==> src/core/rps_pkg.sv <==
package rps_pkg;

	// ------------------------------------------------------------------
	// Register map
	// ------------------------------------------------------------------
	localparam logic [3:0]  SEL_18_19_ADDR  = 4'h0;
	localparam logic [3:0]  SEL_20_21_ADDR  = 4'h4;
	localparam logic [3:0]  PKG_INFO_ADDR   = 4'h8;
	localparam int          ADDR_W          = 4;
	localparam int          DATA_W          = 32;

	// ------------------------------------------------------------------
	// Field layout
	// ------------------------------------------------------------------
	localparam int          SEL_W           = 5;
	localparam int          HI_LSB          = 8;
	localparam int          LO_LSB          = 0;
	localparam logic [15:0] SEL_MASK        = 16'h1F1F;
	localparam logic [15:0] SEL_RESET       = 16'h0000;
	localparam logic [4:0]  SEL_NONE        = 5'h00;
	localparam int          NUM_PINS        = 4;
	localparam int          NUM_FUNCS       = 32;

	// ------------------------------------------------------------------
	// Bus answers
	// ------------------------------------------------------------------
	localparam logic [1:0]  RESP_OKAY       = 2'h0;
	localparam logic [1:0]  RESP_SLVERR     = 2'h2;

endpackage

==> src/core/rps_out_select.sv <==
`timescale 1ns/100ps
// Summary of operation
// - Bits 12:8 of register one select pin 19.
// - Bits 4:0 of register one select pin 18.
// - Bits 12:8 of register two select pin 21.
// - Bits 4:0 of register two select pin 20.
// - Bits 15:13, 7:5 read zero, ignore writes.
// - All selection bits clear at reset.
// - Registers and pins exist on large package only.
module rps_out_select #(
	parameter bit LARGE_PKG = 1'b1
) (
	input  wire logic                  sys_clk,
	input  wire logic                  srst,
	input  wire logic [3:0]            s_axi_awaddr,
	input  wire logic                  s_axi_awvalid,
	output logic                       s_axi_awready,
	input  wire logic [31:0]           s_axi_wdata,
	input  wire logic [3:0]            s_axi_wstrb,
	input  wire logic                  s_axi_wvalid,
	output logic                       s_axi_wready,
	output logic [1:0]                 s_axi_bresp,
	output logic                       s_axi_bvalid,
	input  wire logic                  s_axi_bready,
	input  wire logic [3:0]            s_axi_araddr,
	input  wire logic                  s_axi_arvalid,
	output logic                       s_axi_arready,
	output logic [31:0]                s_axi_rdata,
	output logic [1:0]                 s_axi_rresp,
	output logic                       s_axi_rvalid,
	input  wire logic                  s_axi_rready,
	input  wire logic [31:0]           periph_out,
	input  wire logic [31:0]           periph_oe,
	input  wire logic [3:0]            port_out,
	input  wire logic [3:0]            port_oe,
	output logic [3:0]                 pin_out,
	output logic [3:0]                 pin_oe,
	output logic [3:0]                 pin_remapped
);

	// ------------------------------------------------------------------
	// Helpers
	// ------------------------------------------------------------------
	function automatic logic [15:0] merge16(input logic [15:0] old,
	                                        input logic [31:0] wd,
	                                        input logic [3:0]  be);
		logic [15:0] v;
		v = old;
		if (be[0]) begin
			v[7:0] = wd[7:0];
		end
		if (be[1]) begin
			v[15:8] = wd[15:8];
		end
		// Only the low two byte lanes exist; strobes 2 and 3 do nothing.
		// unimplemented bits masked
		merge16 = v & rps_pkg::SEL_MASK;
	endfunction

	// Only the two selection words answer; every other address is refused.
	function automatic logic is_mapped(input logic [3:0] a);
		is_mapped = LARGE_PKG && (a == rps_pkg::SEL_18_19_ADDR ||
		            a == rps_pkg::SEL_20_21_ADDR);
	endfunction

	// ------------------------------------------------------------------
	// Address decode
	// ------------------------------------------------------------------

	// Register one carries the selections for pins 18 and 19.
	function automatic logic hits_lo(input logic [3:0] a);
		hits_lo = LARGE_PKG && a == rps_pkg::SEL_18_19_ADDR;
	endfunction

	// Register two carries the selections for pins 20 and 21.
	function automatic logic hits_hi(input logic [3:0] a);
		hits_hi = LARGE_PKG && a == rps_pkg::SEL_20_21_ADDR;
	endfunction

	// Read word for an address; upper half and gaps always read zero.
	function automatic logic [31:0] read_word(input logic [3:0]  a,
	                                          input logic [15:0] lo,
	                                          input logic [15:0] hi);
		logic [31:0] w;
		w = '0;
		if (hits_lo(a)) begin
			w = 32'(lo & rps_pkg::SEL_MASK);
		end
		if (hits_hi(a)) begin
			w = 32'(hi & rps_pkg::SEL_MASK);
		end
		read_word = w;
	endfunction

	// A selection field sits at a fixed offset within its register.
	function automatic logic [4:0] field(input logic [15:0] r,
	                                     input int          lsb);
		field = r[lsb +: rps_pkg::SEL_W];
	endfunction

	// ------------------------------------------------------------------
	// Peripheral function lookup
	// ------------------------------------------------------------------

	// Value a pin drives when its selection is applied. Every code stays
	// in range: the field is five bits and the table holds all 32 codes.
	function automatic logic pick(input logic [4:0]  sel,
	                              input logic [31:0] func,
	                              input logic        port);
		if (!LARGE_PKG || sel == rps_pkg::SEL_NONE) begin
			pick = port;
		end else begin
			pick = func[sel];
		end
	endfunction

	// ------------------------------------------------------------------
	// Write channel
	// ------------------------------------------------------------------
	logic        aw_held_r;
	logic [3:0]  aw_addr_r;
	logic        w_held_r;
	logic [31:0] w_data_r;
	logic [3:0]  w_strb_r;
	logic [15:0] sel_lo_r;
	logic [15:0] sel_hi_r;
	logic        wr_go;

	// Both readies stay low while a response waits, so at most one write
	// is in flight and the holding stages never overrun.
	assign s_axi_awready = !aw_held_r && !s_axi_bvalid;
	assign s_axi_wready  = !w_held_r && !s_axi_bvalid;
	assign wr_go         = aw_held_r && w_held_r && !s_axi_bvalid;

	// Address and data are taken in either order; each waits in its
	// holding stage until the other arrives.
	always_ff @(posedge sys_clk) begin
		if (srst) begin
			aw_held_r <= 1'b0;
			aw_addr_r <= '0;
		end else if (s_axi_awvalid && s_axi_awready) begin
			aw_held_r <= 1'b1;
			aw_addr_r <= s_axi_awaddr;
		end else if (wr_go) begin
			aw_held_r <= 1'b0;
		end
	end

	// Write strobes are stored with the data and applied at commit.
	always_ff @(posedge sys_clk) begin
		if (srst) begin
			w_held_r <= 1'b0;
			w_data_r <= '0;
			w_strb_r <= '0;
		end else if (s_axi_wvalid && s_axi_wready) begin
			w_held_r <= 1'b1;
			w_data_r <= s_axi_wdata;
			w_strb_r <= s_axi_wstrb;
		end else if (wr_go) begin
			w_held_r <= 1'b0;
		end
	end

	// ------------------------------------------------------------------
	// Register file
	// ------------------------------------------------------------------

	always_ff @(posedge sys_clk) begin
		if (srst) begin
			sel_lo_r <= rps_pkg::SEL_RESET;
		end else if (wr_go && hits_lo(aw_addr_r)) begin
			sel_lo_r <= merge16(sel_lo_r, w_data_r, w_strb_r);
		end
	end

	always_ff @(posedge sys_clk) begin
		if (srst) begin
			sel_hi_r <= rps_pkg::SEL_RESET;
		end else if (wr_go && hits_hi(aw_addr_r)) begin
			sel_hi_r <= merge16(sel_hi_r, w_data_r, w_strb_r);
		end
	end

	// ------------------------------------------------------------------
	// Write response
	// ------------------------------------------------------------------

	// The response stands until bready is seen at an edge.
	always_ff @(posedge sys_clk) begin
		if (srst) begin
			s_axi_bvalid <= 1'b0;
		end else if (wr_go) begin
			s_axi_bvalid <= 1'b1;
		end else if (s_axi_bready) begin
			s_axi_bvalid <= 1'b0;
		end
	end

	// Unmapped writes are refused with an error and change nothing.
	always_ff @(posedge sys_clk) begin
		if (srst) begin
			s_axi_bresp <= rps_pkg::RESP_OKAY;
		end else if (wr_go) begin
			s_axi_bresp <= is_mapped(aw_addr_r) ? rps_pkg::RESP_OKAY
			                                    : rps_pkg::RESP_SLVERR;
		end
	end

	// ------------------------------------------------------------------
	// Read channel
	// ------------------------------------------------------------------
	assign s_axi_arready = !s_axi_rvalid;

	// The read answer stands until rready is seen; arready is low meanwhile.
	always_ff @(posedge sys_clk) begin
		if (srst) begin
			s_axi_rvalid <= 1'b0;
		end else if (s_axi_arvalid && s_axi_arready) begin
			s_axi_rvalid <= 1'b1;
		end else if (s_axi_rready) begin
			s_axi_rvalid <= 1'b0;
		end
	end

	// Unmapped reads answer with an error and a zero word.
	always_ff @(posedge sys_clk) begin
		if (srst) begin
			s_axi_rresp <= rps_pkg::RESP_OKAY;
		end else if (s_axi_arvalid && s_axi_arready) begin
			s_axi_rresp <= is_mapped(s_axi_araddr) ? rps_pkg::RESP_OKAY
			                                       : rps_pkg::RESP_SLVERR;
		end
	end

	// Read data is captured once and then held until the master takes it.
	always_ff @(posedge sys_clk) begin
		if (srst) begin
			s_axi_rdata <= '0;
		end else if (s_axi_arvalid && s_axi_arready) begin
			s_axi_rdata <= read_word(s_axi_araddr, sel_lo_r, sel_hi_r);
		end
	end

	// ------------------------------------------------------------------
	// Pin steering
	// ------------------------------------------------------------------
	// Index 0 is pin 18 and index 3 is pin 21, as in the port bit order.
	logic [4:0] sel_pin [rps_pkg::NUM_PINS];

	assign sel_pin[0] = field(sel_lo_r, rps_pkg::LO_LSB);
	assign sel_pin[1] = field(sel_lo_r, rps_pkg::HI_LSB);
	assign sel_pin[2] = field(sel_hi_r, rps_pkg::LO_LSB);
	assign sel_pin[3] = field(sel_hi_r, rps_pkg::HI_LSB);

	// Registered outputs keep pad drivers glitch free while fields change.
	// zero keeps port control
	always_ff @(posedge sys_clk) begin
		if (srst) begin
			pin_out <= '0;
		end else begin
			for (int i = 0; i < rps_pkg::NUM_PINS; i++) begin
				pin_out[i] <= pick(sel_pin[i], periph_out, port_out[i]);
			end
		end
	end

	// The enable follows the same owner as the value, so a pin never
	// drives a peripheral level under a port enable or the reverse.
	always_ff @(posedge sys_clk) begin
		if (srst) begin
			pin_oe <= '0;
		end else begin
			for (int i = 0; i < rps_pkg::NUM_PINS; i++) begin
				pin_oe[i] <= pick(sel_pin[i], periph_oe, port_oe[i]);
			end
		end
	end

	// small package never hands a pin to a peripheral
	always_ff @(posedge sys_clk) begin
		if (srst) begin
			pin_remapped <= '0;
		end else begin
			for (int i = 0; i < rps_pkg::NUM_PINS; i++) begin
				pin_remapped[i] <= LARGE_PKG &&
				                   sel_pin[i] != rps_pkg::SEL_NONE;
			end
		end
	end

endmodule

==> config.mk <==
export PLATFORM = sky130hd
export DESIGN_NAME = rps_out_select
export DESIGN_NICKNAME = d
export VERILOG_FILES = /design/src/core/rps_pkg.sv /design/src/core/rps_out_select.sv
export SDC_FILE = /design/constraint.sdc
export NUM_CORES = 1
export LEC_CHECK = 0
export ABC_AREA = 0
export BUFFER_PORTS_ARGS = -buffer_cell sky130_fd_sc_hd__buf_2
export CORE_MARGIN = 10
export CORE_UTILIZATION = 51
export DETAILED_ROUTE_END_ITERATION = 6
export PLACE_DENSITY = 0.82
export SYNTH_ARGS = -nofsm -noshare
export SYNTH_HDL_FRONTEND = slang
export SYNTH_SLANG_ARGS = --single-unit
==> constraint.sdc <==
create_clock -name sys_clk -period 2 [get_ports sys_clk]
set_input_delay 0.1 -clock sys_clk [delete_from_list [all_inputs] [get_ports sys_clk]]
set_output_delay 0.1 -clock sys_clk [all_outputs]
set_load 0.03 [all_outputs]
After elaboration in Yosys (flattened, before gate mapping) --
Index checks and enable logic that the tools add are counted.
Word-level totals: register bits after elaboration 91, output and inout port bits 53, word-level logic and storage cells 91
Cells by class: order comparisons 4, equality and inequality tests 2, multiplexer cells 35, reduce and logical (&&, ||, !) cells 33
Operators with widths (count):
- $bmux W1 S5 | 8
- $mux W32 | 1
- $lt A5 B6 Y1 const B | 4
- $mux W1 | 23
- $logic_not A5 Y1 | 4
- $reduce_bool A5 Y1 | 4
- $mux W13 | 1
- $logic_and A1 B1 Y1 | 9
- $eq A4 B3 Y1 const B | 2
- $logic_not A4 Y1 | 2
- $reduce_and A2 Y1 | 4
- $reduce_bool A2 Y1 | 4
- $logic_not A1 Y1 | 4
- $mux W2 | 2
- $logic_or A1 B1 Y1 | 2

Logic depth before layout (Yosys ltp) --
depth after elaboration 4, depth in mapped cells 7, depth with buffers taken out 5

Worst setup path before layout --
No wires, ideal clock.
path kind register to register, start point reg sel_hi_r[0], end point reg pin_oe[2], library setup time 0.125 ns, data arrival time 1.615 ns, data required time 1.875 ns, slack 0.261 ns, cell stages (with the launch flop) 6, path buffers 1, clock period less this slack 1.739 ns, cells stage by stage dfxtp_1 buf_6 mux4_1 mux2_2 a221oi_2 o21ai_1
Between the ends: cells in the longest elaborated chain, start to end 3, elaborated cells between the ends (all ways) 4, those cells by class mux (3); reduce/logical (1)
RTL lines:
- start, declared | line rps_out_select.sv:126 | logic [15:0] sel_hi_r;
- start signal, assigned | line rps_out_select.sv:178 | sel_hi_r <= rps_pkg::SEL_RESET;
- start signal, assigned | line rps_out_select.sv:180 | sel_hi_r <= merge16(sel_hi_r, w_data_r, w_strb_r);
- $bmux W1 S5 | line rps_out_select.sv:113 | pick = func[sel];
- $mux W1 (not written as such) | line rps_out_select.sv:113
- $mux W1 * | line rps_out_select.sv:110 | if (!LARGE_PKG || sel == rps_pkg::SEL_NONE) begin
- end signal, assigned by index | line rps_out_select.sv:274 | pin_oe[i] <= pick(sel_pin[i], periph_oe, port_oe[i]);
- end, declared | line rps_out_select.sv:37 | output logic [3:0] pin_oe,
Mark *: on every way between the ends. The rest lies on a longest branch, timed or not. The select of a mux whose other input is x is not followed. A chain may end at the register's enable or synchronous reset.

Final worst setup path --
start point reg sel_lo_r[0], end point reg pin_out[0]
Between the ends: cells in the longest elaborated chain, start to end 3, elaborated cells between the ends (all ways) 4, those cells by class mux (3); reduce/logical (1)
RTL lines:
- start, declared | line rps_out_select.sv:125 | logic [15:0] sel_lo_r;
- start signal, assigned | line rps_out_select.sv:170 | sel_lo_r <= rps_pkg::SEL_RESET;
- start signal, assigned | line rps_out_select.sv:172 | sel_lo_r <= merge16(sel_lo_r, w_data_r, w_strb_r);
- $bmux W1 S5 | line rps_out_select.sv:113
- $mux W1 (not written as such) | line rps_out_select.sv:113
- $mux W1 * | line rps_out_select.sv:110
- end signal, assigned by index | line rps_out_select.sv:262 | pin_out[i] <= pick(sel_pin[i], periph_out, port_out[i]);
- end, declared | line rps_out_select.sv:36 | output logic [3:0] pin_out,
Marks and branches as above.

==> flow_summary.json <==
{
  "synth_cell_types": 34,
  "synth_warnings": 0,
  "crit_fanout": 5,
  "gp_congestion": 0.982,
  "via_count": 4619,
  "place_ws_ns": -0.00261,
  "drt_first_pass_iters": 7,
  "cts_buffers": 9,
  "final_common_cell": "buf_2",
  "whs_ns": -0.00806,
  "drc_errors": 0,
  "antenna_found_initial": 0,
  "drive_gt1_share_pct": 32.6,
  "vias_per_cell": 5.92,
  "antenna_cells": 0,
  "worstMarginPinSlew_ns": 0.628,
  "most-common-layout-cells": "buf_2 (127), mux2i_1 (82), dfxtp_1 (58)",
  "final.setup_skew_ns": 0.0143,
  "status": "complete, but fails checks",
  "peakVddDrop_uv": 278,
  "final_area_sq_mm": 0.00602,
  "rsz0062_at_grt": "false",
  "syn_area_sq_mm": 0.00496,
  "layout.nets": 769,
  "grt_pass1_wl_mm": 24.5,
  "violations": "hold timing",
  "synth-seq-cells": 64,
  "ioPinCount": 176,
  "clock-sinks": 64,
  "r2r_cells": 5,
  "fp.dieW_um": 119,
  "timing.final.hold_violations": 1,
  "grt_max_degree": 53,
  "required_ns": 2.24,
  "area_growth_pct": 21.4,
  "grt_util_all_layers_pct": 21.2,
  "cts_tree": "built",
  "overflow": 0,
  "wire_per_inst_um": 20.1,
  "crit_type": "flop to flop",
  "cts_htree_levels": 3,
  "endpoint_kind": "flop",
  "syn_avg_cell_area_sq_um": 9.80,
  "hold_path.class": "input pin to flop",
  "die_area_sq_mm": 0.0141,
  "p_leak_nw": 2.49,
  "insertion_delay_ns": 0.36,
  "wl_mm": 15.7,
  "finalMaxSlewViolations": 0,
  "drt_iter0_drc": 394,
  "finalCriticalPeriod_ns": 1.90,
  "setup_viol_count_final": 0,
  "slew_headroom_pct": 58.1,
  "post_cts_buffers": 0,
  "fp.dieH_um": 119,
  "fin_crit_sh_pct": 94.8,
  "finalNonFillerCells": 780,
  "cp.arrival_ns": 2.13,
  "cts_buffer_depth": 2,
  "fill_cells": 754,
  "core_area_sq_mm": 0.00937,
  "placedCellCount": 744,
  "std_cell_rows": 35,
  "setup_ws_ns": 0.104,
  "syn_inst": 506,
  "drv_cap": 0,
  "port_buffers": 127,
  "cp-start-kind": "flop",
  "fmax_mhz": 527,
  "cts-root-buf": "clkbuf_8",
  "power_mw": 2.98,
  "yosysSeqAreaShare_pct": 25.8,
  "dpl_cell_area_sq_mm": 0.00562,
  "min_path_cells": 3,
  "hpwl_mm": 12.4,
  "power_density_mw_per_mm2": 495,
  "grt_pass1_vias": 4716,
  "path_clk_slew_ns": 0.08,
  "r2r_setup_slack_ns": 0.10,
  "start_util_pct": 52.9,
  "ant_nets": 0
}
## synth_stat cells
cell type   n  area share (%)
mux2_2     24             5.5
nand3_1     8            0.81
buf_2       4            0.40
nor3_1     14             1.4
nand3b_1    1            0.15
a21oi_1    29             2.9
buf_1       2            0.15
dfxtp_1    64              26
o311ai_0    8             1.4
nand3_2     2            0.40
nor2b_1    12             1.5
and3b_1     4            0.71
a211oi_1   10             1.5
nand2b_1    6            0.76
nor2_1     43             3.3
nand2_1    38             2.9
or3_1       1            0.13
inv_1       7            0.53
clkbuf_1   23             1.7
nor4_2      1            0.25
buf_6       4            0.91
o21ai_0     1            0.10
buf_4      32             4.8
a31oi_1     8             1.0
mux4_1     28              15
nand3b_2    2            0.45
mux2i_1    83              17
a221oi_2    5             1.5
o21ai_1     8            0.81
and2_1      2            0.25
a221oi_1   19             3.4
mux4_2      4             1.8
conb_1      1           0.076
o22ai_1     8             1.0
## worst max-delay path, stage by stage, from the launching register on
cell and delay [ns]:
dfxtp_2 0.37, buf_4 0.17, mux4_1 0.55, mux2_2 0.31, a221oi_2 0.29, o21ai_1 0.10
## per-stage QoR
stage / utilization [%] / setup TNS, ns / hold WS, ns
4_1_cts: 64.1 / 0 / 0.00133
2_1_floorplan: - / 0 / 0.187
3_3_place_gp: 60.0 / 0 / 0.284
5_1_grt: 64.2 / 0 / 0.0150
3_5_place_dp: 60.0 / -0.00261 / 0.298
6_report: 64.2 / 0 / -0.00806
## final timing paths
path	start	endpoint
max reg2reg	sel_lo_r[0]$_SDFFE_PP0P_	pin_out[0]$_SDFF_PP0_
min reg2reg	s_axi_bresp[1]$_SDFFE_PP0P_	s_axi_bresp[1]$_SDFFE_PP0P_
min	s_axi_bready	s_axi_bvalid$_SDFFE_PP0P_
max	sel_lo_r[0]$_SDFFE_PP0P_	pin_out[0]$_SDFF_PP0_
## timing repair
item | CTS | global route
pin swaps | 0 | 0
hold buffers | 20 | 0
endpoints found under the setup margin | 4 | 3
cloned | 0 | 0
endpoints found under the hold margin | 20 | 0
gates resized for setup | 3 | 5
## state kept, by name, summed over array words and instances, names as in the netlist, 2 cells and up
name / count
aw_addr_r: 4
pin_oe: 4
pin_out: 4
pin_remapped: 4
s_axi_rdata: 10
sel_hi_r: 10
sel_lo_r: 10
w_data_r: 10
w_strb_r: 2
## cell type report
cell class / instances / area, sq um / share of cell area (%)
multi-input cells: 393 / 3340 / 55.5
flip-flops and latches: 64 / 1290 / 21.4
repair buffers: 171 / 1020 / 16.9
well taps: 129 / 161 / 2.68
clock buffers: 11 / 151 / 2.52
clock inverters: 5 / 31.3 / 0.520
inverters: 7 / 26.3 / 0.437
## cells by family after synthesis
group	synth area share (%)
AO/OA/AOI/OAI	13.7
other	0.0756
multiplexers	38.9
AND/OR/NAND/NOR	13.0
flip-flops	25.8
buffers and inverters	8.58
## metal layers
layer | vias to the layer above | global-route usage, % | wire [um] | part of all wire [%]
met4 | 0 | 6.72 | 281 | 1.8
met5 | - | 0 | 0 | 0
met3 | 25 | 6.38 | 1750 | 11
met2 | 244 | 34.1 | 7510 | 48
met1 | 2173 | 26.5 | 6150 | 39
li1 | 2177 | - | - | -
## report_power, final
group          total [mW]  switching, mW  internal (mW)
clock                1.04          0.526          0.512
sequential           1.35         0.0324           1.31
combinational       0.593          0.344          0.249
No activity file was read; power rests on OpenSTA's default activity.
